## src/pkg/ksr_pkg.sv

```systemverilog
`default_nettype none
package ksr_pkg;
   // Register offsets on the special function register port
   localparam logic [7:0] ADDR_INTERFACE_CONTROL = 8'h8F;
   localparam logic [7:0] ADDR_SW_RESET_TRIGGER  = 8'hE7;
   localparam logic [7:0] ADDR_UNLOCK_KEY        = 8'hF7;

   // Reset values
   localparam logic [7:0] RST_INTERFACE_CONTROL = 8'h00;
   localparam logic [7:0] RST_SW_RESET_TRIGGER  = 8'h00;
   localparam logic [7:0] RST_UNLOCK_KEY        = 8'h00;
   localparam logic [7:0] RD_IDLE_DATA          = 8'h00;

   // Field positions
   localparam int unsigned SINGLE_CLOCK_CYCLE_MODE_BIT = 7;

   // Unlock key sequence and trigger value
   localparam logic [7:0] KEY_FIRST   = 8'h55;
   localparam logic [7:0] KEY_SECOND  = 8'hAA;
   localparam logic [7:0] KEY_THIRD   = 8'h5A;
   localparam logic [7:0] SW_RESET_GO = 8'hFF;

   // Nonvolatile reset duration select codes
   localparam logic [2:0] DUR_SEL_25MS  = 3'h0;
   localparam logic [2:0] DUR_SEL_200MS = 3'h1;
   localparam logic [2:0] DUR_SEL_100MS = 3'h2;
   localparam logic [2:0] DUR_SEL_50MS  = 3'h3;
   localparam logic [2:0] DUR_SEL_16MS  = 3'h4;
   localparam logic [2:0] DUR_SEL_8MS   = 3'h5;
   localparam logic [2:0] DUR_SEL_4MS   = 3'h6;

   // Reset durations in milliseconds
   localparam int unsigned T_RST_25MS  = 25;
   localparam int unsigned T_RST_200MS = 200;
   localparam int unsigned T_RST_100MS = 100;
   localparam int unsigned T_RST_50MS  = 50;
   localparam int unsigned T_RST_16MS  = 16;
   localparam int unsigned T_RST_8MS   = 8;
   localparam int unsigned T_RST_4MS   = 4;

   // Clock period and derived cycle counts
   localparam int unsigned CLK_PERIOD_NS = 10;
   localparam int unsigned NS_PER_MS     = 1000000;
   localparam int unsigned CYC_25MS  = T_RST_25MS * NS_PER_MS / CLK_PERIOD_NS;
   localparam int unsigned CYC_200MS = T_RST_200MS * NS_PER_MS / CLK_PERIOD_NS;
   localparam int unsigned CYC_100MS = T_RST_100MS * NS_PER_MS / CLK_PERIOD_NS;
   localparam int unsigned CYC_50MS  = T_RST_50MS * NS_PER_MS / CLK_PERIOD_NS;
   localparam int unsigned CYC_16MS  = T_RST_16MS * NS_PER_MS / CLK_PERIOD_NS;
   localparam int unsigned CYC_8MS   = T_RST_8MS * NS_PER_MS / CLK_PERIOD_NS;
   localparam int unsigned CYC_4MS   = T_RST_4MS * NS_PER_MS / CLK_PERIOD_NS;

   // Width of the reset hold counter
   localparam int unsigned HOLD_CNT_W = 25;

   // Unlock sequence states
   typedef enum logic [3:0] {
      KEY_IDLE     = 4'b0001,
      KEY_GOT_ONE  = 4'b0010,
      KEY_GOT_TWO  = 4'b0100,
      KEY_UNLOCKED = 4'b1000
   } ksr_key_state_t;

   // Chip reset sequencing states
   typedef enum logic [2:0] {
      RS_LOAD = 3'b001,
      RS_HOLD = 3'b010,
      RS_RUN  = 3'b100
   } ksr_rst_state_t;
endpackage : ksr_pkg
`default_nettype wire

```

## src/hdl/ksr_hold_timer.sv

```systemverilog
`default_nettype none
module ksr_hold_timer #(
   parameter int unsigned CNT_W = ksr_pkg::HOLD_CNT_W
) (
   // Clock and reset
   input  wire logic             ref_clk_in,
   input  wire logic             rst_b_in,
   // Control
   input  wire logic             load_in,
   input  wire logic [CNT_W-1:0] load_val_in,
   // Status
   output logic                  done_out
);
   logic [CNT_W-1:0] cnt_q;
   logic [CNT_W-1:0] cnt_d;

   // Down counter; a load of N gives N cycles before done
   always_comb begin
      cnt_d = cnt_q;
      if (load_in) begin
         cnt_d = load_val_in - CNT_W'(1);
      end else if (cnt_q != '0) begin
         cnt_d = cnt_q - CNT_W'(1);
      end
   end

   always_ff @(posedge ref_clk_in or negedge rst_b_in) begin
      if (!rst_b_in) begin
         cnt_q <= '0;
      end else begin
         cnt_q <= cnt_d;
      end
   end

   // Done never reported in the load cycle itself
   assign done_out = (cnt_q == '0) && !load_in;
endmodule : ksr_hold_timer
`default_nettype wire

```

## src/hdl/ksr_reset_ctrl.sv

```systemverilog
// Behaviour
// - The write unlock opens only after the keys 55h, AAh and 5Ah are written in that order to the key register.
// - Without a finished unlock, writes to the software reset trigger register are dropped.
// - With write permission, FFh written to the trigger starts a whole-chip reset and 00h to FEh are only stored, yet also spend the permission.
// - The software reset is ORed with every hardware reset source to form the chip reset.
// - The trigger clears to zero at the end of the reset, and trigger and key registers reset to 00h.
// - The internal reset lasts the nonvolatile-selected time of 25, 200, 100, 50, 16, 8 or 4 ms.
// - After reset the core uses two-clock machine cycles, and bit 7 of interface control selects one-clock.
`default_nettype none
module ksr_reset_ctrl #(
   parameter int unsigned CNT_W      = ksr_pkg::HOLD_CNT_W,
   parameter int unsigned CYC_25MS   = ksr_pkg::CYC_25MS,
   parameter int unsigned CYC_200MS  = ksr_pkg::CYC_200MS,
   parameter int unsigned CYC_100MS  = ksr_pkg::CYC_100MS,
   parameter int unsigned CYC_50MS   = ksr_pkg::CYC_50MS,
   parameter int unsigned CYC_16MS   = ksr_pkg::CYC_16MS,
   parameter int unsigned CYC_8MS    = ksr_pkg::CYC_8MS,
   parameter int unsigned CYC_4MS    = ksr_pkg::CYC_4MS
) (
   // Clock and power-on reset
   input  wire logic       ref_clk_in,
   input  wire logic       rst_b_in,
   // Other hardware reset sources and nonvolatile setting
   input  wire logic       hw_reset_req_in,
   input  wire logic [2:0] nv_rst_dur_sel_in,
   // Register port
   input  wire logic [7:0] reg_addr_in,
   input  wire logic [7:0] reg_wdata_in,
   input  wire logic       reg_wr_in,
   input  wire logic       reg_rd_in,
   output logic      [7:0] reg_rdata_out,
   // Chip-wide results
   output logic            chip_rst_b_out,
   output logic            single_clock_cycle_mode_out,
   output logic            machine_cycle_stb_out,
   output logic            write_unlocked_out
);
   // Map a duration select code onto its hold length in cycles
   // Code 7 and any unknown code fall back to the default length
   function automatic logic [CNT_W-1:0] dur_cycles(input logic [2:0] sel);
      logic [CNT_W-1:0] c;
      c = CNT_W'(CYC_25MS);
      unique case (sel)
         ksr_pkg::DUR_SEL_200MS: c = CNT_W'(CYC_200MS);
         ksr_pkg::DUR_SEL_100MS: c = CNT_W'(CYC_100MS);
         ksr_pkg::DUR_SEL_50MS:  c = CNT_W'(CYC_50MS);
         ksr_pkg::DUR_SEL_16MS:  c = CNT_W'(CYC_16MS);
         ksr_pkg::DUR_SEL_8MS:   c = CNT_W'(CYC_8MS);
         ksr_pkg::DUR_SEL_4MS:   c = CNT_W'(CYC_4MS);
         default:                c = CNT_W'(CYC_25MS);
      endcase
      return c;
   endfunction : dur_cycles

   // Register write decode
   // Shared by every register so the strobe test is written once
   function automatic logic wr_hit(input logic wr, input logic [7:0] a, input logic [7:0] target);
      return wr && (a == target);
   endfunction : wr_hit

   // Registered state and its next values
   ksr_pkg::ksr_rst_state_t rst_state_q;
   ksr_pkg::ksr_rst_state_t rst_state_d;
   ksr_pkg::ksr_key_state_t key_state_q;
   ksr_pkg::ksr_key_state_t key_state_d;
   logic [7:0]             ifctl_q;
   logic [7:0]             ifctl_d;
   logic [7:0]             trig_q;
   logic [7:0]             trig_d;
   logic [7:0]             rdata_q;
   logic [7:0]             rdata_d;
   logic                   chip_rst_b_q;
   logic                   chip_rst_b_d;
   logic                   phase_q;
   logic                   phase_d;
   logic [CNT_W-1:0]       hold_len_q;
   logic [CNT_W-1:0]       hold_len_d;
   logic                   timer_load;
   logic                   timer_done;
   logic                   running;
   logic                   key_wr;
   logic                   trig_wr;
   logic                   sw_go;

   // The chip runs exactly while the sequencer sits in RUN
   assign running = (rst_state_q == ksr_pkg::RS_RUN);
   // Core writes only count while the chip is out of reset
   assign key_wr  = running && wr_hit(reg_wr_in, reg_addr_in, ksr_pkg::ADDR_UNLOCK_KEY);
   assign trig_wr = running && (key_state_q == ksr_pkg::KEY_UNLOCKED)
                    && wr_hit(reg_wr_in, reg_addr_in, ksr_pkg::ADDR_SW_RESET_TRIGGER);
   // Other trigger values are stored and also spend the permission
   // only FFh fires
   assign sw_go   = trig_wr && (reg_wdata_in == ksr_pkg::SW_RESET_GO);

   // Unlock key sequence; permission is spent by any trigger write
   // A hardware reset request drops permission at once, so no unlock outlives running
   always_comb begin
      key_state_d = key_state_q;
      if (!running || hw_reset_req_in) begin
         key_state_d = ksr_pkg::KEY_IDLE;
      end else if (trig_wr) begin
         key_state_d = ksr_pkg::KEY_IDLE;
      end else if (key_wr) begin
         unique case (key_state_q)
            ksr_pkg::KEY_IDLE: begin
               key_state_d = (reg_wdata_in == ksr_pkg::KEY_FIRST) ? ksr_pkg::KEY_GOT_ONE : ksr_pkg::KEY_IDLE;
            end
            ksr_pkg::KEY_GOT_ONE: begin
               if (reg_wdata_in == ksr_pkg::KEY_SECOND) begin
                  key_state_d = ksr_pkg::KEY_GOT_TWO;
               end else if (reg_wdata_in == ksr_pkg::KEY_FIRST) begin
                  key_state_d = ksr_pkg::KEY_GOT_ONE;
               end else begin
                  key_state_d = ksr_pkg::KEY_IDLE;
               end
            end
            ksr_pkg::KEY_GOT_TWO: begin
               if (reg_wdata_in == ksr_pkg::KEY_THIRD) begin
                  key_state_d = ksr_pkg::KEY_UNLOCKED;
               end else if (reg_wdata_in == ksr_pkg::KEY_FIRST) begin
                  key_state_d = ksr_pkg::KEY_GOT_ONE;
               end else begin
                  key_state_d = ksr_pkg::KEY_IDLE;
               end
            end
            ksr_pkg::KEY_UNLOCKED: begin
               // A fresh key write reopens matching from the start
               key_state_d = (reg_wdata_in == ksr_pkg::KEY_FIRST) ? ksr_pkg::KEY_GOT_ONE : ksr_pkg::KEY_IDLE;
            end
            default: begin
               key_state_d = ksr_pkg::KEY_IDLE;
            end
         endcase
      end
   end

   // Trigger register; holds FFh through the reset it caused
   // The end of any reset clears it, a stored non-go value included
   always_comb begin
      trig_d = trig_q;
      if (trig_wr) begin
         trig_d = reg_wdata_in;
      end
      if ((rst_state_q == ksr_pkg::RS_HOLD) && timer_done) begin
         trig_d = ksr_pkg::RST_SW_RESET_TRIGGER;
      end
   end

   // Interface control; the whole chip reset returns it to default
   // A go write and a mode write share one strobe, so they never meet
   always_comb begin
      ifctl_d = ifctl_q;
      if (!running || sw_go) begin
         ifctl_d = ksr_pkg::RST_INTERFACE_CONTROL;
      end else if (wr_hit(reg_wr_in, reg_addr_in, ksr_pkg::ADDR_INTERFACE_CONTROL)) begin
         ifctl_d = reg_wdata_in;
      end
   end

   // Reset sequencing: capture length, hold, release
   // LOAD costs one cycle, so the chip reset stays low for the hold count plus one
   // The length is captured once, so a code change mid-hold has no effect
   always_comb begin
      rst_state_d  = rst_state_q;
      hold_len_d   = hold_len_q;
      timer_load   = 1'b0;
      chip_rst_b_d = 1'b0;
      unique case (rst_state_q)
         ksr_pkg::RS_LOAD: begin
            hold_len_d  = dur_cycles(nv_rst_dur_sel_in);
            timer_load  = 1'b1;
            rst_state_d = ksr_pkg::RS_HOLD;
         end
         ksr_pkg::RS_HOLD: begin
            if (hw_reset_req_in) begin
               rst_state_d = ksr_pkg::RS_LOAD;
            end else if (timer_done) begin
               rst_state_d  = ksr_pkg::RS_RUN;
               chip_rst_b_d = 1'b1;
            end
         end
         ksr_pkg::RS_RUN: begin
            chip_rst_b_d = 1'b1;
            if (hw_reset_req_in || sw_go) begin
               rst_state_d  = ksr_pkg::RS_LOAD;
               chip_rst_b_d = 1'b0;
            end
         end
         default: begin
            rst_state_d = ksr_pkg::RS_LOAD;
         end
      endcase
   end

   // Machine cycle strobe: every clock or every other clock
   // The mode may change in any cycle; the two-clock phase then restarts at zero
   always_comb begin
      phase_d = 1'b0;
      if (running && !ifctl_q[ksr_pkg::SINGLE_CLOCK_CYCLE_MODE_BIT]) begin
         phase_d = !phase_q;
      end
   end

   // Read data stand only in the cycle after the read strobe
   // Reads answer during chip reset too, so the held trigger can be seen
   always_comb begin
      rdata_d = ksr_pkg::RD_IDLE_DATA;
      if (reg_rd_in) begin
         unique case (reg_addr_in)
            ksr_pkg::ADDR_INTERFACE_CONTROL: rdata_d = ifctl_q;
            ksr_pkg::ADDR_SW_RESET_TRIGGER:  rdata_d = trig_q;
            // Key register is write-only
            ksr_pkg::ADDR_UNLOCK_KEY:        rdata_d = ksr_pkg::RST_UNLOCK_KEY;
            default:                         rdata_d = ksr_pkg::RD_IDLE_DATA;
         endcase
      end
   end

   // Unlock state; power-on reset starts from the first key
   always_ff @(posedge ref_clk_in or negedge rst_b_in) begin
      if (!rst_b_in) begin
         key_state_q <= ksr_pkg::KEY_IDLE;
      end else begin
         key_state_q <= key_state_d;
      end
   end

   // Trigger register
   always_ff @(posedge ref_clk_in or negedge rst_b_in) begin
      if (!rst_b_in) begin
         trig_q <= ksr_pkg::RST_SW_RESET_TRIGGER;
      end else begin
         trig_q <= trig_d;
      end
   end

   // Interface control register
   always_ff @(posedge ref_clk_in or negedge rst_b_in) begin
      if (!rst_b_in) begin
         ifctl_q <= ksr_pkg::RST_INTERFACE_CONTROL;
      end else begin
         ifctl_q <= ifctl_d;
      end
   end

   // Read data register
   always_ff @(posedge ref_clk_in or negedge rst_b_in) begin
      if (!rst_b_in) begin
         rdata_q <= ksr_pkg::RD_IDLE_DATA;
      end else begin
         rdata_q <= rdata_d;
      end
   end

   // Machine cycle phase
   always_ff @(posedge ref_clk_in or negedge rst_b_in) begin
      if (!rst_b_in) begin
         phase_q <= 1'b0;
      end else begin
         phase_q <= phase_d;
      end
   end

   // Reset sequencing; power-on reset starts the hold sequence
   always_ff @(posedge ref_clk_in or negedge rst_b_in) begin
      if (!rst_b_in) begin
         rst_state_q  <= ksr_pkg::RS_LOAD;
         chip_rst_b_q <= 1'b0;
         hold_len_q   <= '0;
      end else begin
         rst_state_q  <= rst_state_d;
         chip_rst_b_q <= chip_rst_b_d;
         hold_len_q   <= hold_len_d;
      end
   end

   // Long counter kept apart so its width can track the longest time
   // Its load value is the next length, taken in the same LOAD edge
   ksr_hold_timer #(
      .CNT_W (CNT_W)
   ) ksr_hold_timer_inst (
      .ref_clk_in  (ref_clk_in),
      .rst_b_in    (rst_b_in),
      .load_in     (timer_load),
      .load_val_in (hold_len_d),
      .done_out    (timer_done)
   );

   // Outputs
   // Strobe gated by running so no machine cycle leaks out of a reset
   assign reg_rdata_out               = rdata_q;
   assign chip_rst_b_out              = chip_rst_b_q;
   assign single_clock_cycle_mode_out = ifctl_q[ksr_pkg::SINGLE_CLOCK_CYCLE_MODE_BIT];
   assign machine_cycle_stb_out       = running && (ifctl_q[ksr_pkg::SINGLE_CLOCK_CYCLE_MODE_BIT] || phase_q);
   assign write_unlocked_out          = (key_state_q == ksr_pkg::KEY_UNLOCKED);
endmodule : ksr_reset_ctrl
`default_nettype wire

```

## config.mk

```make
export PLATFORM = sky130hd
export DESIGN_NAME = ksr_reset_ctrl
export DESIGN_NICKNAME = d
export VERILOG_FILES = /design/src/pkg/ksr_pkg.sv /design/src/hdl/ksr_hold_timer.sv /design/src/hdl/ksr_reset_ctrl.sv
export SDC_FILE = /design/constraint.sdc
export NUM_CORES = 1
export LEC_CHECK = 0
export BUFFER_PORTS_ARGS = -buffer_cell sky130_fd_sc_hd__buf_2
export CAP_MARGIN = 20
export CORE_ASPECT_RATIO = 1.1
export CORE_MARGIN = 5
export CORE_UTILIZATION = 55
export CTS_CLUSTER_DIAMETER = 150
export DETAILED_ROUTE_END_ITERATION = 8
export PLACE_DENSITY = 0.75
export RECOVER_POWER = 25
export SETUP_SLACK_MARGIN = 0.05
export SYNTH_ARGS = -nofsm -noshare
export SYNTH_HDL_FRONTEND = slang
export SYNTH_SLANG_ARGS = --single-unit
```

## constraint.sdc

```tcl
create_clock -name ref_clk_in -period 7.9 [get_ports ref_clk_in]
set_clock_uncertainty 0.05 [all_clocks]
set_input_delay 0.79 -clock ref_clk_in [delete_from_list [all_inputs] [get_ports ref_clk_in]]
set_output_delay 0.79 -clock ref_clk_in [all_outputs]
set_load 0.1 [all_outputs]
```

-- Yosys cells after proc, flatten, opt, wreduce, memory -nomap -nowiden
Cells that the tools add are included.
- input port bits: 24
- register bits: 83
- bits in latches: 0
- output and inout bits: 12
- bits in read-only memories: 0
- memories: 0
- word-level logic and storage cells: 87
- bits in writable memories: 0
- bitwise gates (word level): 0
- $lt $le $gt $ge: 0
- divide/modulo/power cells: 0
- $add $sub $neg: 2
- reduce and logical (&&, ||, !) cells: 27
- eq/ne operators: 22
- shifts and indexed selects: 0
- mux-type cells: 27
- multipliers: 0
- operators with widths (operator ; number):
    25-bit one-hot mux with 6 select lines ; 1
    25-bit 2-to-1 mux ; 3
    25-bit by 1-bit subtractor with 25-bit output, second input constant ; 2
    8-bit == test, second input constant ; 5
    8-bit 2-to-1 mux ; 5
    25-bit logical NOT ; 1
    25-bit nonzero test ; 1
    8-bit by 7-bit == test with 1-bit output, second input constant ; 2
    4-bit 2-to-1 mux ; 4
    8-bit one-hot mux with 2 select lines ; 1
    3-bit == test, second input constant ; 4
    3-bit 2-to-1 mux ; 4
    4-bit one-hot mux with 3 select lines ; 1
    1-bit logical AND ; 11
    3-bit by 2-bit == test with 1-bit output, second input constant ; 3
    3-bit one-hot mux with 3 select lines ; 1
    3-bit by 1-bit == test with 1-bit output, second input constant ; 2
    2-bit nonzero test ; 3
    1-bit 2-to-1 mux ; 5
    4-bit by 1-bit == test with 1-bit output, second input constant ; 1
    4-bit by 2-bit == test with 1-bit output, second input constant ; 1
    4-bit by 3-bit == test with 1-bit output, second input constant ; 1
    4-bit == test, second input constant ; 1
    1-bit logical NOT ; 4
    other kinds (8) ; 11

-- Longest topological paths before layout
Gate-level depths: netlist of the first run.
- depth in word-level cells: 7
- depth in mapped cells: 11
- gate-level depth less buffers: 7

-- By module
A second synthesis of the first run with hierarchy kept.
- cells, all modules: 459
- area total of the unflattened synthesis: 4563.1 um^2
- by module, submodules not included (module ; instances ; cells an instance ; area an instance (um^2)):
    ksr_reset_ctrl ; 1 ; 257 ; 2713.9
    ksr_hold_timer ; 1 ; 202 ; 1849.3

-- Least setup slack after synthesis of the first run
No wires, ideal clock.
- path kind: flip-flop to flip-flop
- start: register key_state_q[2]
- end: register trig_q[0]
- slack: 4.337 ns
- stages on the path, launching flop included: 7
- data required time: 7.714 ns
- period minus slack after synthesis: 3.563 ns
- arrival: 3.377 ns
- path buffers: 1
- setup time: 0.136 ns
- cell sequence: dfrtp_1 clkbuf_1 nor4b_2 nand2_1 nor3_4 mux2i_1 nor2_1
- longest elaborated chain between the ends: 4
- RTL lines (element ; RTL line ; RTL):
    start: declaration ; ksr_reset_ctrl.sv:64 ; ksr_pkg::ksr_key_state_t key_state_q;
    start signal: assignment ; ksr_reset_ctrl.sv:222 ; key_state_q <= ksr_pkg::KEY_IDLE;
    start signal: assignment ; ksr_reset_ctrl.sv:224 ; key_state_q <= key_state_d;
    4-bit == test ; n/a ;
    net write_unlocked_out ; ksr_reset_ctrl.sv:36 ; output logic write_unlocked_out
    1-bit logical AND ; ksr_reset_ctrl.sv:89 ; assign trig_wr = running && (key_state_q == ksr_pkg::KEY_UNLOCKED)
    1-bit logical AND ; ksr_reset_ctrl.sv:90 ; && wr_hit(reg_wr_in, reg_addr_in, ksr_pkg::ADDR_SW_RESET_TRIGGER);
    2-bit nonzero test (no source line) ; n/a ;
    end signal: assignment ; ksr_reset_ctrl.sv:231 ; trig_q <= ksr_pkg::RST_SW_RESET_TRIGGER;
    end signal: assignment ; ksr_reset_ctrl.sv:233 ; trig_q <= trig_d;
    end: declaration ; ksr_reset_ctrl.sv:68 ; logic [7:0] trig_q;
The timed path passes the listed nets, and every way through them passes these cells.
A chain may end at the register's enable or synchronous reset.

==> results.md, run 1 <==
• **cell chosen for the clock root** clkbuf_8
• **die span in x** 84.3 um
• **Worst-Margin Slew** 3.02 ns
• **clock sinks** 58
• **final worst path period need** 3.31 ns
• **switching power of the nets** 0.422 mW
• **Lkg Pwr** 1.56 nW
• **WP data required** 7.62 ns
• **Final Routed Wirelength** 7.87 mm
• **Post-CTS Setup Repair Bufs** 0
• **Global Route Usage Sum** 0.212
• **Finished Cell Area** 0.00380 mm^2
• **routed vias/inst** 6.16
• **min-delay worst type** flop to flop
• **post-detail-place hpwl** 5.61 mm
• **prevailing post-synth register cell** dfrtp_1
• **final weighted congestion in routability-driven placement** 0.921
• **grt met2 use** 0.361
• **DIE AREA** 0.00774 mm^2
• **RSZ-0062 raised after global routing** false
• **nets** 417
• **source-to-sink clock delay at the later pin of the worst-skew pair** 0.33 ns
• **most used routing layer in global routing** met2
• **switching share of power** 0.365
• **# fillers** 486
• **number of flops mapped to enable cells by yosys** 0
• **setup TNS after final layout** 0 ns
• **placed standard-cell area** 0.00356 mm^2
• **post-cts sizing count** 0
• **Seq cells post-synth** 58
• **outcome** complete, but fails checks
• **number of remaining DRC errors** 0
• **Vias** 2909
• **synthesized netlist net count** 387
• **antenna viol nets, final** 0
• **VDD IR-drop max** 0.205 mV
• **DR iter-0 viols** 140
• **average cell area after synthesis** 9.26 um^2
• **Internal Dissipation** 0.735 mW
• **critical path class** primary input to async pin
• **sequential fraction of design power** 0.388
• **largest fanout on the critical path** 58
• **share of synthesized area occupied by flip-flops and latches** 0.435
• **max-slew violation count** 59
• **failing checks** capacitance limit, slew limit
• **number of setup violations in the final report** 0
• **category of cells accounting for the largest share of critical-path delay** buffers and inverters
• **n_diodes** 0
• **I/O pin count** 36
• **antenna violations before repair** 0
• **cell with the largest stage delay on the worst path** clkbuf_1
• **clk slew on worst S/H paths** 0.06 ns
• **slew margin rel.** -1.01
• **kind of start point of the critical path** primary input
• **core area** 0.00584 mm^2
• **vias in the first global route** 2915
• **first-pass iteration count of the detailed router** 5
• **maximum clock frequency** 302 MHz
• **crit path cell chain** buf_2 > clkbuf_1
• **max-cap violation count** 1
• **Synth Instances** 361
• **hold_buf cts** 0
• **portion of the clock cycle consumed by the worst path in the final layout** 0.419
• **vertical die dimension** 91.8 um
• **Critical path buffers and inverters** 2
• **count of buffers inserted at the top-level ports** 35
• **global-route wire length before repair** 13.6 mm
• **count of distinct cell types in the synthesized netlist** 67
• **Wirelength per Cell** 16.7 um
• **Area Overhead vs Synth** 13.7%
• **Max H-tree Level** 3
• **power per standard cell area** 304 mW/mm^2
• **Max clock buf depth** 2
• **post-synthesis async set-or-reset flop share** 1.00
• **clock buffers created by TritonCTS** 9
• **number of failing hold endpoints at the final stage** 0
• **share of cells above drive strength 1** 0.187
• **area of the mapped netlist** 0.00334 mm^2
• **endpoint kind of the worst setup timing path** async pin
• **Clk pwr share** 0.285
• **met3 routing resource usage after global routing** 0.0529
• **met1 capacity usage during global routing** 0.259
• **Yosys warnings** 0
• **clock tree from TritonCTS** yes
• **effective utilization at floorplan** 0.572
• **combinational fraction of design power** 0.326
• **maximum number of pins on one net before global-route repair** 59
• **Slowest Stage Delay on Critical Path** 2.12 ns
• **gr ovfl total** 0
• **# rows** 29
• **endpoint arrival time on the critical path** 3.03 ns
-- state kept, by name (all words and copies together), names as in the netlist --
| signal | cells |
|---|---|
| rst_state_q | 3 |
| trig_q | 8 |
| chip_rst_b_out | 1 |
| reg_rdata_out | 8 |
| ifctl_q | 8 |
| key_state_q | 4 |
| ksr_hold_timer_inst.cnt_q | 25 |
| phase_q | 1 |
-- metal layers --
metal	share of wire	vias to the layer above
met5	0	-
met4	0.021	0
met3	0.066	16
met2	0.51	101
met1	0.41	1403
li1	-	1389
-- worst paths after layout --
check | to | depth (start not counted) | slack (ns) | from
setup / recovery | ksr_hold_timer_inst.cnt_q[0]$_DFFE_PN0P_ | 2 | 4.59 | rst_b_in
min in group asynchronous | reg_rdata_out[0]$_DFF_PN0_ | 2 | 1.48 | rst_b_in
hold reg to reg | phase_q$_DFF_PN0_ | 1 | 0.39 | phase_q$_DFF_PN0_
max in group ref_clk_in | ksr_hold_timer_inst.cnt_q[24]$_DFFE_PN0P_ | 7 | 4.94 | rst_state_q[0]$_DFFE_PN1P_
setup reg to reg | ksr_hold_timer_inst.cnt_q[24]$_DFFE_PN0P_ | 7 | 4.94 | rst_state_q[0]$_DFFE_PN1P_
hold / removal | phase_q$_DFF_PN0_ | 1 | 0.39 | phase_q$_DFF_PN0_
-- cell usage in the layout, fill, tap and decap left out, types with 9 or more instances in the layout --
| cell | n |
|---|---|
| a21oi_1 | 21 |
| a22oi_1 | 11 |
| buf_2 | 35 |
| clkbuf_8 | 10 |
| dfrtp_1 | 56 |
| mux2i_1 | 9 |
| nand2_1 | 42 |
| nand3_1 | 23 |
| nor2_1 | 33 |
| nor2b_1 | 10 |
| nor3_1 | 12 |
| o21ai_0 | 19 |
-- worst reg2reg max path, stage by stage, from the launching register on --
cell	delay, ns
dfstp_1	0.67
or3b_4	0.60
nand2_1	0.15
ha_1	0.33
nand2_1	0.21
nor4_1	0.49
a21oi_1	0.14
a211oi_1	0.23
-- synth_stat cells, types with 3 or more instances --
| master | instances | area share |
|---|---|---|
| nand4_1 | 6 | 0.011 |
| clkbuf_1 | 15 | 0.017 |
| o211ai_1 | 3 | 0.0067 |
| a31oi_1 | 3 | 0.0056 |
| nor2_1 | 33 | 0.037 |
| inv_1 | 5 | 0.0056 |
| a22oi_1 | 11 | 0.025 |
| mux2i_1 | 9 | 0.027 |
| xnor2_1 | 7 | 0.018 |
| nand2_1 | 42 | 0.047 |
| nand3_1 | 23 | 0.034 |
| xor2_1 | 7 | 0.018 |
| dfrtp_1 | 56 | 0.42 |
| a21oi_1 | 21 | 0.031 |
| nor3_1 | 12 | 0.018 |
| o21bai_1 | 3 | 0.0067 |
| nor4_1 | 6 | 0.011 |
| or3_1 | 3 | 0.0056 |
| o21ai_0 | 19 | 0.028 |
| nor2b_1 | 10 | 0.019 |
| buf_2 | 3 | 0.0045 |
-- metrics by stage --
step | util | total power, mW | hold slack, ns | worst slack (ns) | cells
2_1_floorplan | - | 0.736 | 0.363 | 4.34 | 361
6_report | 0.651 | 1.16 | 0.391 | 4.59 | 472
5_1_grt | 0.651 | 1.23 | 0.411 | 3.91 | 472
3_3_place_gp | 0.610 | 0.814 | 0.375 | 5.15 | 457
3_5_place_dp | 0.610 | 0.826 | 0.379 | 5.06 | 457
4_1_cts | 0.651 | 1.16 | 0.389 | 5.04 | 472
-- cell type report --
cell class,instances,area (um^2),share of cell area
clock buffer,10,138,0.0362
clock inverter,5,103,0.0270
inverter,5,18.8,0.00494
multi-input combinational,278,1790,0.471
sequential,58,1450,0.382
tap,77,96.3,0.0253
timing repair buffer,39,201,0.0530
-- logic make-up (layout without fill, tap and decap cells) --
| logic type | count (synthesis) | in the layout | synth area share |
|---|---|---|---|
| XOR/XNOR | 14 | 14 | 0.0367 |
| flip-flops | 58 | 58 | 0.435 |
| buffers and inverters | 25 | 59 | 0.0296 |
| multiplexers | 11 | 11 | 0.0337 |
| AO/OA/AOI/OAI | 84 | 84 | 0.170 |
| adder cells (fa/ha/maj) | 2 | 2 | 0.00748 |
| AND/OR/NAND/NOR | 167 | 167 | 0.287 |
-- power by group through the flow --
stage / registers, mW / clock network (mW) / logic (mW)
final: 0.449 / 0.330 / 0.378
after global routing: 0.459 / 0.352 / 0.423
after CTS: 0.448 / 0.335 / 0.375
after detailed placement: 0.452 / 0 / 0.375
after global placement: 0.450 / 0 / 0.364
after floorplan: 0.431 / 0 / 0.305
No activity file was read; power rests on OpenSTA's default activity.
==> inputs of run 2 (changes only) <==
--- a/config.mk
+++ b/config.mk
@@ -5,6 +5,7 @@
 export SDC_FILE = /design/constraint.sdc
 export NUM_CORES = 1
 export LEC_CHECK = 0
+export ABC_AREA = 1
 export BUFFER_PORTS_ARGS = -buffer_cell sky130_fd_sc_hd__buf_2
 export CAP_MARGIN = 20
 export CORE_ASPECT_RATIO = 1.1
==> constraint.sdc (replaced) <==
create_clock -name ref_clk_in -period 3.05 [get_ports ref_clk_in]
set_clock_uncertainty 0.05 [all_clocks]
set_input_delay 0.305 -clock ref_clk_in [delete_from_list [all_inputs] [get_ports ref_clk_in]]
set_output_delay 0.305 -clock ref_clk_in [all_outputs]
set_load 0.1 [all_outputs]
==> run 2 against run 1 <==
The run now ends clean; first-iteration DRC count up 14%; design area up 4.5%; sequential power up 140%.
==> results.md, run 2 <==
• **share of synthesized area occupied by flip-flops and latches** 0.413, -0.0221
• **beginning of the critical path** rst_state_q[0]$_DFFE_PN1P_
• **Lkg Pwr** 2.02 nW, +30%
• **number of remaining DRC errors** 0, unchanged
• **combinational fraction of design power** 0.439, +0.113
• **clock buffers created by TritonCTS** 9, unchanged
• **endpoint arrival time on the critical path** 2.44 ns, -0.59 ns
• **post-route core utilization** 0.641, -0.00946
• **prevailing post-synth register cell** dfrtp_1
• **slew margin rel.** 0.0891, +1.10
• **launch instance of the worst register-to-register path** rst_state_q[0]$_DFFE_PN1P_
• **cell with the largest stage delay on the worst path** dfstp_2
• **largest fanout on the critical path** 29, -50%
• **post-layout worst setup margin** 0.764 ns, -3.82 ns
• **worst hold slack across all endpoints** 0.205 ns, -0.186 ns
• **post-detail-place hpwl** 5.87 mm, +4.8%
• **vias in the first global route** 3039, +4.3%
• **min-delay worst type** primary input to flop
• **Seq cells post-synth** 58, unchanged
• **Area Overhead vs Synth** 12.8%
• **routed vias/inst** 5.30, -14%
• **Wirelength per Cell** 13.0 um, -22%
• **endpoint kind of the worst setup timing path** flop
• **RSZ-0062 raised after global routing** false
• **clk slew on worst S/H paths** 0.06 ns, about the same
• **R2R cell count** 14, +7
• **final worst path period need** 2.29 ns
• **clock tree from TritonCTS** yes
• **die span in x** 86.3 um, +2.3%
• **Clk pwr share** 0.239, -0.046
• **critical path class** flop to flop
• **Top Layer Used** met4
• **area of the mapped netlist** 0.00352 mm^2, +5.4%
• **Yosys top cell area share** 0.398, -0.0213
• **Max H-tree Level** 3, unchanged
• **outcome** finished, final reports clean
• **max-cap violation count** 0, -1
• **Synth Instances** 487, +35%
• **endpoint of the lowest-slack register-to-register path** ksr_hold_timer_inst.cnt_q[18]$_DFFE_PN0P_
• **wire length on met1** 3.39 mm, +5.9%
• **core area** 0.00619 mm^2, +6.0%
• **category of cells accounting for the largest share of critical-path delay** simple AND/OR/NAND/NOR gates
• **source-to-sink clock delay at the later pin of the worst-skew pair** 0.33 ns, about the same
• **dominant cells by area after synthesis** dfrtp_1 40%, nand2_1 13%, inv_1 6.1%, nand3_1 6.0%, nor2_1 4.9%
• **number of flip-flops under the largest register name** 25, unchanged
• **DR iter-0 viols** 160, +14%
• **Global Route Usage Sum** 0.211, -0.000979
• **most frequent cells in the layout** 122 x nand2_1, 57 x inv_1, 56 x dfrtp_1, 46 x nor2_1, 42 x nand3_1
• **count of distinct cell types in the synthesized netlist** 38, -43%
• **first-pass iteration count of the detailed router** 4, -1
• **commonest non-fill, non-tap cell in the layout** nand2_1
• **met2 routed WL** 3.94 mm, -1.1%
• **cell chosen for the clock root** clkbuf_8
• **vertical die dimension** 93.9 um, +2.4%
• **nets** 551, +32%
• **Post-CTS Setup Repair Bufs** 0, unchanged
• **effective utilization at floorplan** 0.569, -0.00360
• **sequential fraction of design power** 0.323, -0.065
• **DIE AREA** 0.00811 mm^2, +4.7%
• **Vias** 3227, +11%
• **crit path cell chain** inv_2 > nor2_2 > nand2_4 > nand2_1 > ha_1 > inv_1 > a21oi_1 > nand2_1 > nor3_4 > nand2_2 > nor2_1 > nand2_1 > nand2_1 > nor2_1
• **global-route wire length before repair** 13.4 mm, -1.4%
• **Max clock buf depth** 2, unchanged
• **library cell with the largest summed area after synthesis** dfrtp_1
• **Most common cell on crit path** nand2_1
• **switching power of the nets** 1.36 mW, +220%
• **worst slack at placement** 0.793 ns, -4.27 ns
• **Top reg by flops** ksr_hold_timer_inst.cnt_q
• **Critical Path Stages** 14, +12
• **VDD IR-drop max** 0.421 mV, +110%
• **final weighted congestion in routability-driven placement** 0.888, -3.6%
• **n_diodes** 0, unchanged
• **routed length on met3** 390 um, -25%
• **Yosys warnings** 0, unchanged
• **switching share of power** 0.414, +0.0493
• **Internal Dissipation** 1.92 mW, +160%
• **Final Routed Wirelength** 7.93 mm, +0.70%
• **setup TNS after final layout** 0 ns, unchanged
• **number of flops mapped to enable cells by yosys** 0, unchanged
• **share of cells above drive strength 1** 0.191, +0.00358
• **Worst-Margin Slew** 1.37 ns, -1.66 ns
• **ranking of synthesized cells by instance count** 122 x nand2_1, 57 x inv_1, 56 x dfrtp_1, 46 x nor2_1, 42 x nand3_1
• **Critical path buffers and inverters** 2, unchanged
• **synthesized netlist net count** 513, +33%
• **maximum number of pins on one net before global-route repair** 59, unchanged
• **antenna violations before repair** 0, unchanged
• **average cell area after synthesis** 7.23 um^2, -22%
• **WP data required** 3.21 ns, -4.41 ns
• **number of setup violations in the final report** 0, unchanged
• **hold_buf cts** 0, unchanged
• **most instantiated library cell after synthesis** nand2_1
• **count of buffers inserted at the top-level ports** 35, unchanged
• **post-synthesis async set-or-reset flop share** 1.00, unchanged
• **portion of the clock cycle consumed by the worst path in the final layout** 0.750
• **Setup crit end** ksr_hold_timer_inst.cnt_q[18]$_DFFE_PN0P_
• **clock sinks** 58, unchanged
• **antenna viol nets, final** 0, unchanged
• **kind of start point of the critical path** flop
• **slack of the worst reg-to-reg path** 0.76 ns, -4.18 ns
• **gr ovfl total** 0, unchanged
• **I/O pin count** 36, unchanged
• **# rows** 30, +3.4%
• **max-slew violation count** 0, -100%
• **maximum clock frequency** 437 MHz
• **post-cts sizing count** 0, unchanged
• **Slowest Stage Delay on Critical Path** 0.55 ns, -1.57 ns
• **power per standard cell area** 825 mW/mm^2, +170%
• **number of failing hold endpoints at the final stage** 0, unchanged
## run 2: changes by cell type in the layout (fill, tap and decap cells not counted), sizes merged, moves of 10 or more
cell   delta
nor2b    -10
a21oi    +13
nand2    +92
inv      +63
nand3    +26
nor2     +26
## run 2: power groups by stage
stage               Combinational, mW  Clock (mW)  Sequential (mW)
floorplan                        1.20           0             1.04
global route                     1.64       0.832             1.08
global placement                 1.40           0             1.06
CTS                              1.43       0.801             1.05
finish                           1.44       0.782             1.06
detailed placement               1.42           0             1.07
## run 2: worst min-delay path: stages
cell and delay, ns:
buf_2 0.10, nand3_1 0.07, a21oi_1 0.06
## run 2: logic make-up after synthesis
family	after synthesis	share of synthesized area
simple gates	274	0.373
buf+inv	80	0.0920
compound gates	66	0.0973
flops	58	0.413
xor+xnor	7	0.0174
fa+ha+maj	2	0.00710
## run 2: per-stage QoR
step / cells / power [mW] / cell area (um^2)
after detailed placement: 594 / 2.49 / 3750
after global routing: 609 / 3.55 / 3970
after floorplan: 487 / 2.23 / 3520
after global placement: 594 / 2.46 / 3750
after CTS: 609 / 3.29 / 3970
final: 609 / 3.28 / 3970
## run 2: final cells by class
cell class	instances	area (um^2)
timing repair buffer	38	195
sequential	58	1450
tap	80	100
fill	582	2220
multi-input combinational	349	1740
inverter	69	259
clock buffer	13	159
clock inverter	2	60.1
## run 2: worst min path at each step
| stage | cells past startpoint | slack [ns] | start | end |
|---|---|---|---|---|
| finish | 3 | 0.21 | reg_wdata_in[7] | ifctl_q[7]$_DFFE_PN0P_ |
| global route | 3 | 0.20 | reg_wdata_in[7] | ifctl_q[7]$_DFFE_PN0P_ |
| CTS | 2 | 0.08 | rst_b_in | ksr_hold_timer_inst.cnt_q[2]$_DFFE_PN0P_ |
| detailed placement | 1 | 0.38 | phase_q$_DFF_PN0_ | phase_q$_DFF_PN0_ |
| global placement | 1 | 0.37 | phase_q$_DFF_PN0_ | phase_q$_DFF_PN0_ |
| floorplan | 0 | -0.04 | rst_b_in | chip_rst_b_out$_DFF_PN0_ |
## run 2: routing by layer
layer,global-route usage,vias to the layer above
li1,-,1643
met2,0.362,99
met5,0,-
met3,0.0395,22
met1,0.254,1463
met4,0.100,0
==> inputs of run 3 (changes only) <==
--- a/config.mk
+++ b/config.mk
@@ -5,7 +5,7 @@
 export SDC_FILE = /design/constraint.sdc
 export NUM_CORES = 1
 export LEC_CHECK = 0
-export ABC_AREA = 1
+export ABC_AREA = 0
 export BUFFER_PORTS_ARGS = -buffer_cell sky130_fd_sc_hd__buf_2
 export CAP_MARGIN = 20
 export CORE_ASPECT_RATIO = 1.1
==> constraint.sdc (replaced) <==
create_clock -name ref_clk_in -period 2.3 [get_ports ref_clk_in]
set_clock_uncertainty 0.05 [all_clocks]
set_input_delay 0.23 -clock ref_clk_in [delete_from_list [all_inputs] [get_ports ref_clk_in]]
set_output_delay 0.23 -clock ref_clk_in [all_outputs]
set_load 0.1 [all_outputs]
==> run 3 against run 2 <==
Fmax up 7.4%; total power up 27%; die area down 4.5%; critical path depth down 8; flip-flop and latch count unchanged; combinational power up 8%; core utilization up 5.0 points; wire length up 3.6%; highest routed layer unchanged; global-route usage up 0.89 points; clock power up 37%; sequential power up 46%.
==> results.md, run 3 (synthesized netlist as in run 1, its figures left out) <==
• **outcome** finished, final reports clean
• **hold_buf cts** 0, unchanged
• **maximum clock frequency** 470 MHz, +7.4%
• **post-layout worst setup margin** 0.170 ns, -0.593 ns
• **antenna violations before repair** 0, unchanged
• **cell chosen for the clock root** clkbuf_8
• **Worst-Margin Slew** 1.42 ns, +0.0564 ns
• **VDD IR-drop max** 0.598 mV, +42%
• **power per standard cell area** 1030 mW/mm^2, +25%
• **setup TNS after final layout** 0 ns, unchanged
• **vertical die dimension** 91.8 um, -2.3%
• **slew margin rel.** 0.0515, -0.0376
• **post-detail-place hpwl** 5.94 mm, +1.2%
• **switching power of the nets** 1.61 mW, +19%
• **share of cells above drive strength 1** 0.270, +0.0787
• **clk slew on worst S/H paths** 0.07 ns, about the same
• **DIE AREA** 0.00774 mm^2, -4.5%
• **largest fanout on the critical path** 8, -72%
• **Internal Dissipation** 2.56 mW, +33%
• **Lkg Pwr** 1.65 nW, -18%
• **Max clock buf depth** 2, unchanged
• **endpoint arrival time on the critical path** 2.30 ns, -0.14 ns
• **# fillers** 465, -20%
• **routed vias/inst** 6.12, +15%
• **source-to-sink clock delay at the later pin of the worst-skew pair** 0.34 ns, about the same
• **number of remaining DRC errors** 0, unchanged
• **switching share of power** 0.387, -0.0274
• **antenna viol nets, final** 0, unchanged
• **first-pass iteration count of the detailed router** 5, +1
• **number of flip-flops under the largest register name** 25, unchanged
• **RSZ-0062 raised after global routing** false
• **clock tree from TritonCTS** yes
• **portion of the clock cycle consumed by the worst path in the final layout** 0.926, +0.176
• **max-cap violation count** 0, unchanged
• **combinational fraction of design power** 0.374, -0.065
• **n_diodes** 0, unchanged
• **number of failing hold endpoints at the final stage** 0, unchanged
• **# rows** 29, -3.3%
• **min-delay worst type** primary input to flop
• **Area Overhead vs Synth** 20.8%
• **most frequent cells in the layout** 56 x dfrtp_1, 38 x nand2_1, 35 x buf_2, 32 x nor2_1, 23 x nand3_1
• **gr ovfl total** 0, unchanged
• **post-cts sizing count** 0, unchanged
• **Post-CTS Setup Repair Bufs** 0, unchanged
• **DR iter-0 viols** 137, -14%
• **die span in x** 84.3 um, -2.3%
• **count of buffers inserted at the top-level ports** 35, unchanged
• **clock sinks** 58, unchanged
• **final weighted congestion in routability-driven placement** 0.891, +0.36%
• **Vias** 2968, -8.0%
• **effective utilization at floorplan** 0.572, +0.00360
• **nets** 429, -22%
• **commonest non-fill, non-tap cell in the layout** dfrtp_1
• **I/O pin count** 36, unchanged
• **maximum number of pins on one net before global-route repair** 59, unchanged
• **core area** 0.00584 mm^2, -5.7%
• **sequential fraction of design power** 0.371, +0.048
• **max-slew violation count** 0, unchanged
• **number of setup violations in the final report** 0, unchanged
• **Global Route Usage Sum** 0.220, +0.00889
• **Top reg by flops** ksr_hold_timer_inst.cnt_q
• **clock buffers created by TritonCTS** 9, unchanged
• **Max H-tree Level** 3, unchanged
• **worst slack at placement** 0.207 ns, -0.587 ns
• **WP data required** 2.47 ns, -0.74 ns
• **kind of start point of the critical path** flop
• **global-route wire length before repair** 13.9 mm, +4.0%
• **critical path class** flop to flop
• **Clk pwr share** 0.255, +0.016
• **final worst path period need** 2.13 ns, -0.157 ns
• **Wirelength per Cell** 16.9 um, +30%
• **endpoint kind of the worst setup timing path** flop
• **vias in the first global route** 2963, -2.5%
• **Final Routed Wirelength** 8.22 mm, +3.6%
## run 3: changes by cell type in the layout (fill, tap and decap cells not counted), moves of 7 or more
| cell | delta |
|---|---|
| nand2_1 | -84 |
| a21oi_2 | +8 |
| mux2i_1 | +9 |
| nand3_1 | -19 |
| inv_2 | -11 |
| inv_1 | -53 |
| nor2_1 | -14 |
| nand2_2 | -10 |
| nor2_2 | -7 |
| a21oi_1 | -21 |
| buf_4 | +12 |
| nor2b_1 | +10 |
| a22oi_1 | +9 |
## run 3: per-layer routing
metal / track usage / wire length, um / up-vias / part of all wire
li1: - / - / 1406 / -
met1: 0.276 / 3440 / 1436 / 0.42
met2: 0.380 / 4180 / 112 / 0.51
met3: 0.0493 / 459 / 14 / 0.056
met4: 0.0673 / 134 / 0 / 0.016
met5: 0 / 0 / - / 0
## run 3: cell type report
| cell class | count | area (um^2) | share of cell area |
|---|---|---|---|
| clock buffer | 10 | 138 | 0.0341 |
| clock inverter | 6 | 90.1 | 0.0223 |
| inverter | 5 | 21.3 | 0.00526 |
| multi-input combinational | 278 | 1940 | 0.479 |
| sequential | 58 | 1450 | 0.360 |
| tap | 77 | 96.3 | 0.0238 |
| timing repair buffer | 51 | 305 | 0.0756 |
## run 3: path summary, 6_finish.rpt
check                                                          start                                         to  slack, ns  cells past startpoint
max                        ksr_hold_timer_inst.cnt_q[19]$_DFFE_PN0P_                      trig_q[7]$_DFFE_PN0P_       0.17                      6
min                                                  hw_reset_req_in                   chip_rst_b_out$_DFF_PN0_       0.11                      2
max reg2reg                ksr_hold_timer_inst.cnt_q[19]$_DFFE_PN0P_                      trig_q[7]$_DFFE_PN0P_       0.17                      6
min reg2reg                                        phase_q$_DFF_PN0_                          phase_q$_DFF_PN0_       0.39                      1
max in group asynchronous                                   rst_b_in                   chip_rst_b_out$_DFF_PN0_       1.08                      2
min in group asynchronous                                   rst_b_in  ksr_hold_timer_inst.cnt_q[17]$_DFFE_PN0P_       0.24                      2
## run 3: through the flow
stage	std cells	instance area [um^2]	power (mW)	util	hold WS, ns
2_1_floorplan	361	3550	2.76	-	-0.116
3_3_place_gp	469	3810	3.07	0.653	0.370
3_5_place_dp	469	3810	3.12	0.653	0.368
4_1_cts	485	4040	4.20	0.692	0.00196
5_1_grt	485	4040	4.44	0.692	0.117
6_report	485	4040	4.18	0.692	0.111
## run 3: critical path, stage by stage, from the launching register on
cell	delay [ns]
dfrtp_1	0.41
nor4_4	0.38
nand4b_1	0.21
or3_1	0.48
nor4b_4	0.22
buf_4	0.20
nor2_1	0.06
## run 3: power by group through the flow
| stage | registers (mW) | logic (mW) | clock network (mW) |
|---|---|---|---|
| floorplan | 1.50 | 1.26 | 0 |
| global placement | 1.55 | 1.52 | 0 |
| detailed placement | 1.56 | 1.55 | 0 |
| CTS | 1.55 | 1.56 | 1.09 |
| global route | 1.58 | 1.72 | 1.13 |
| finish | 1.55 | 1.56 | 1.07 |
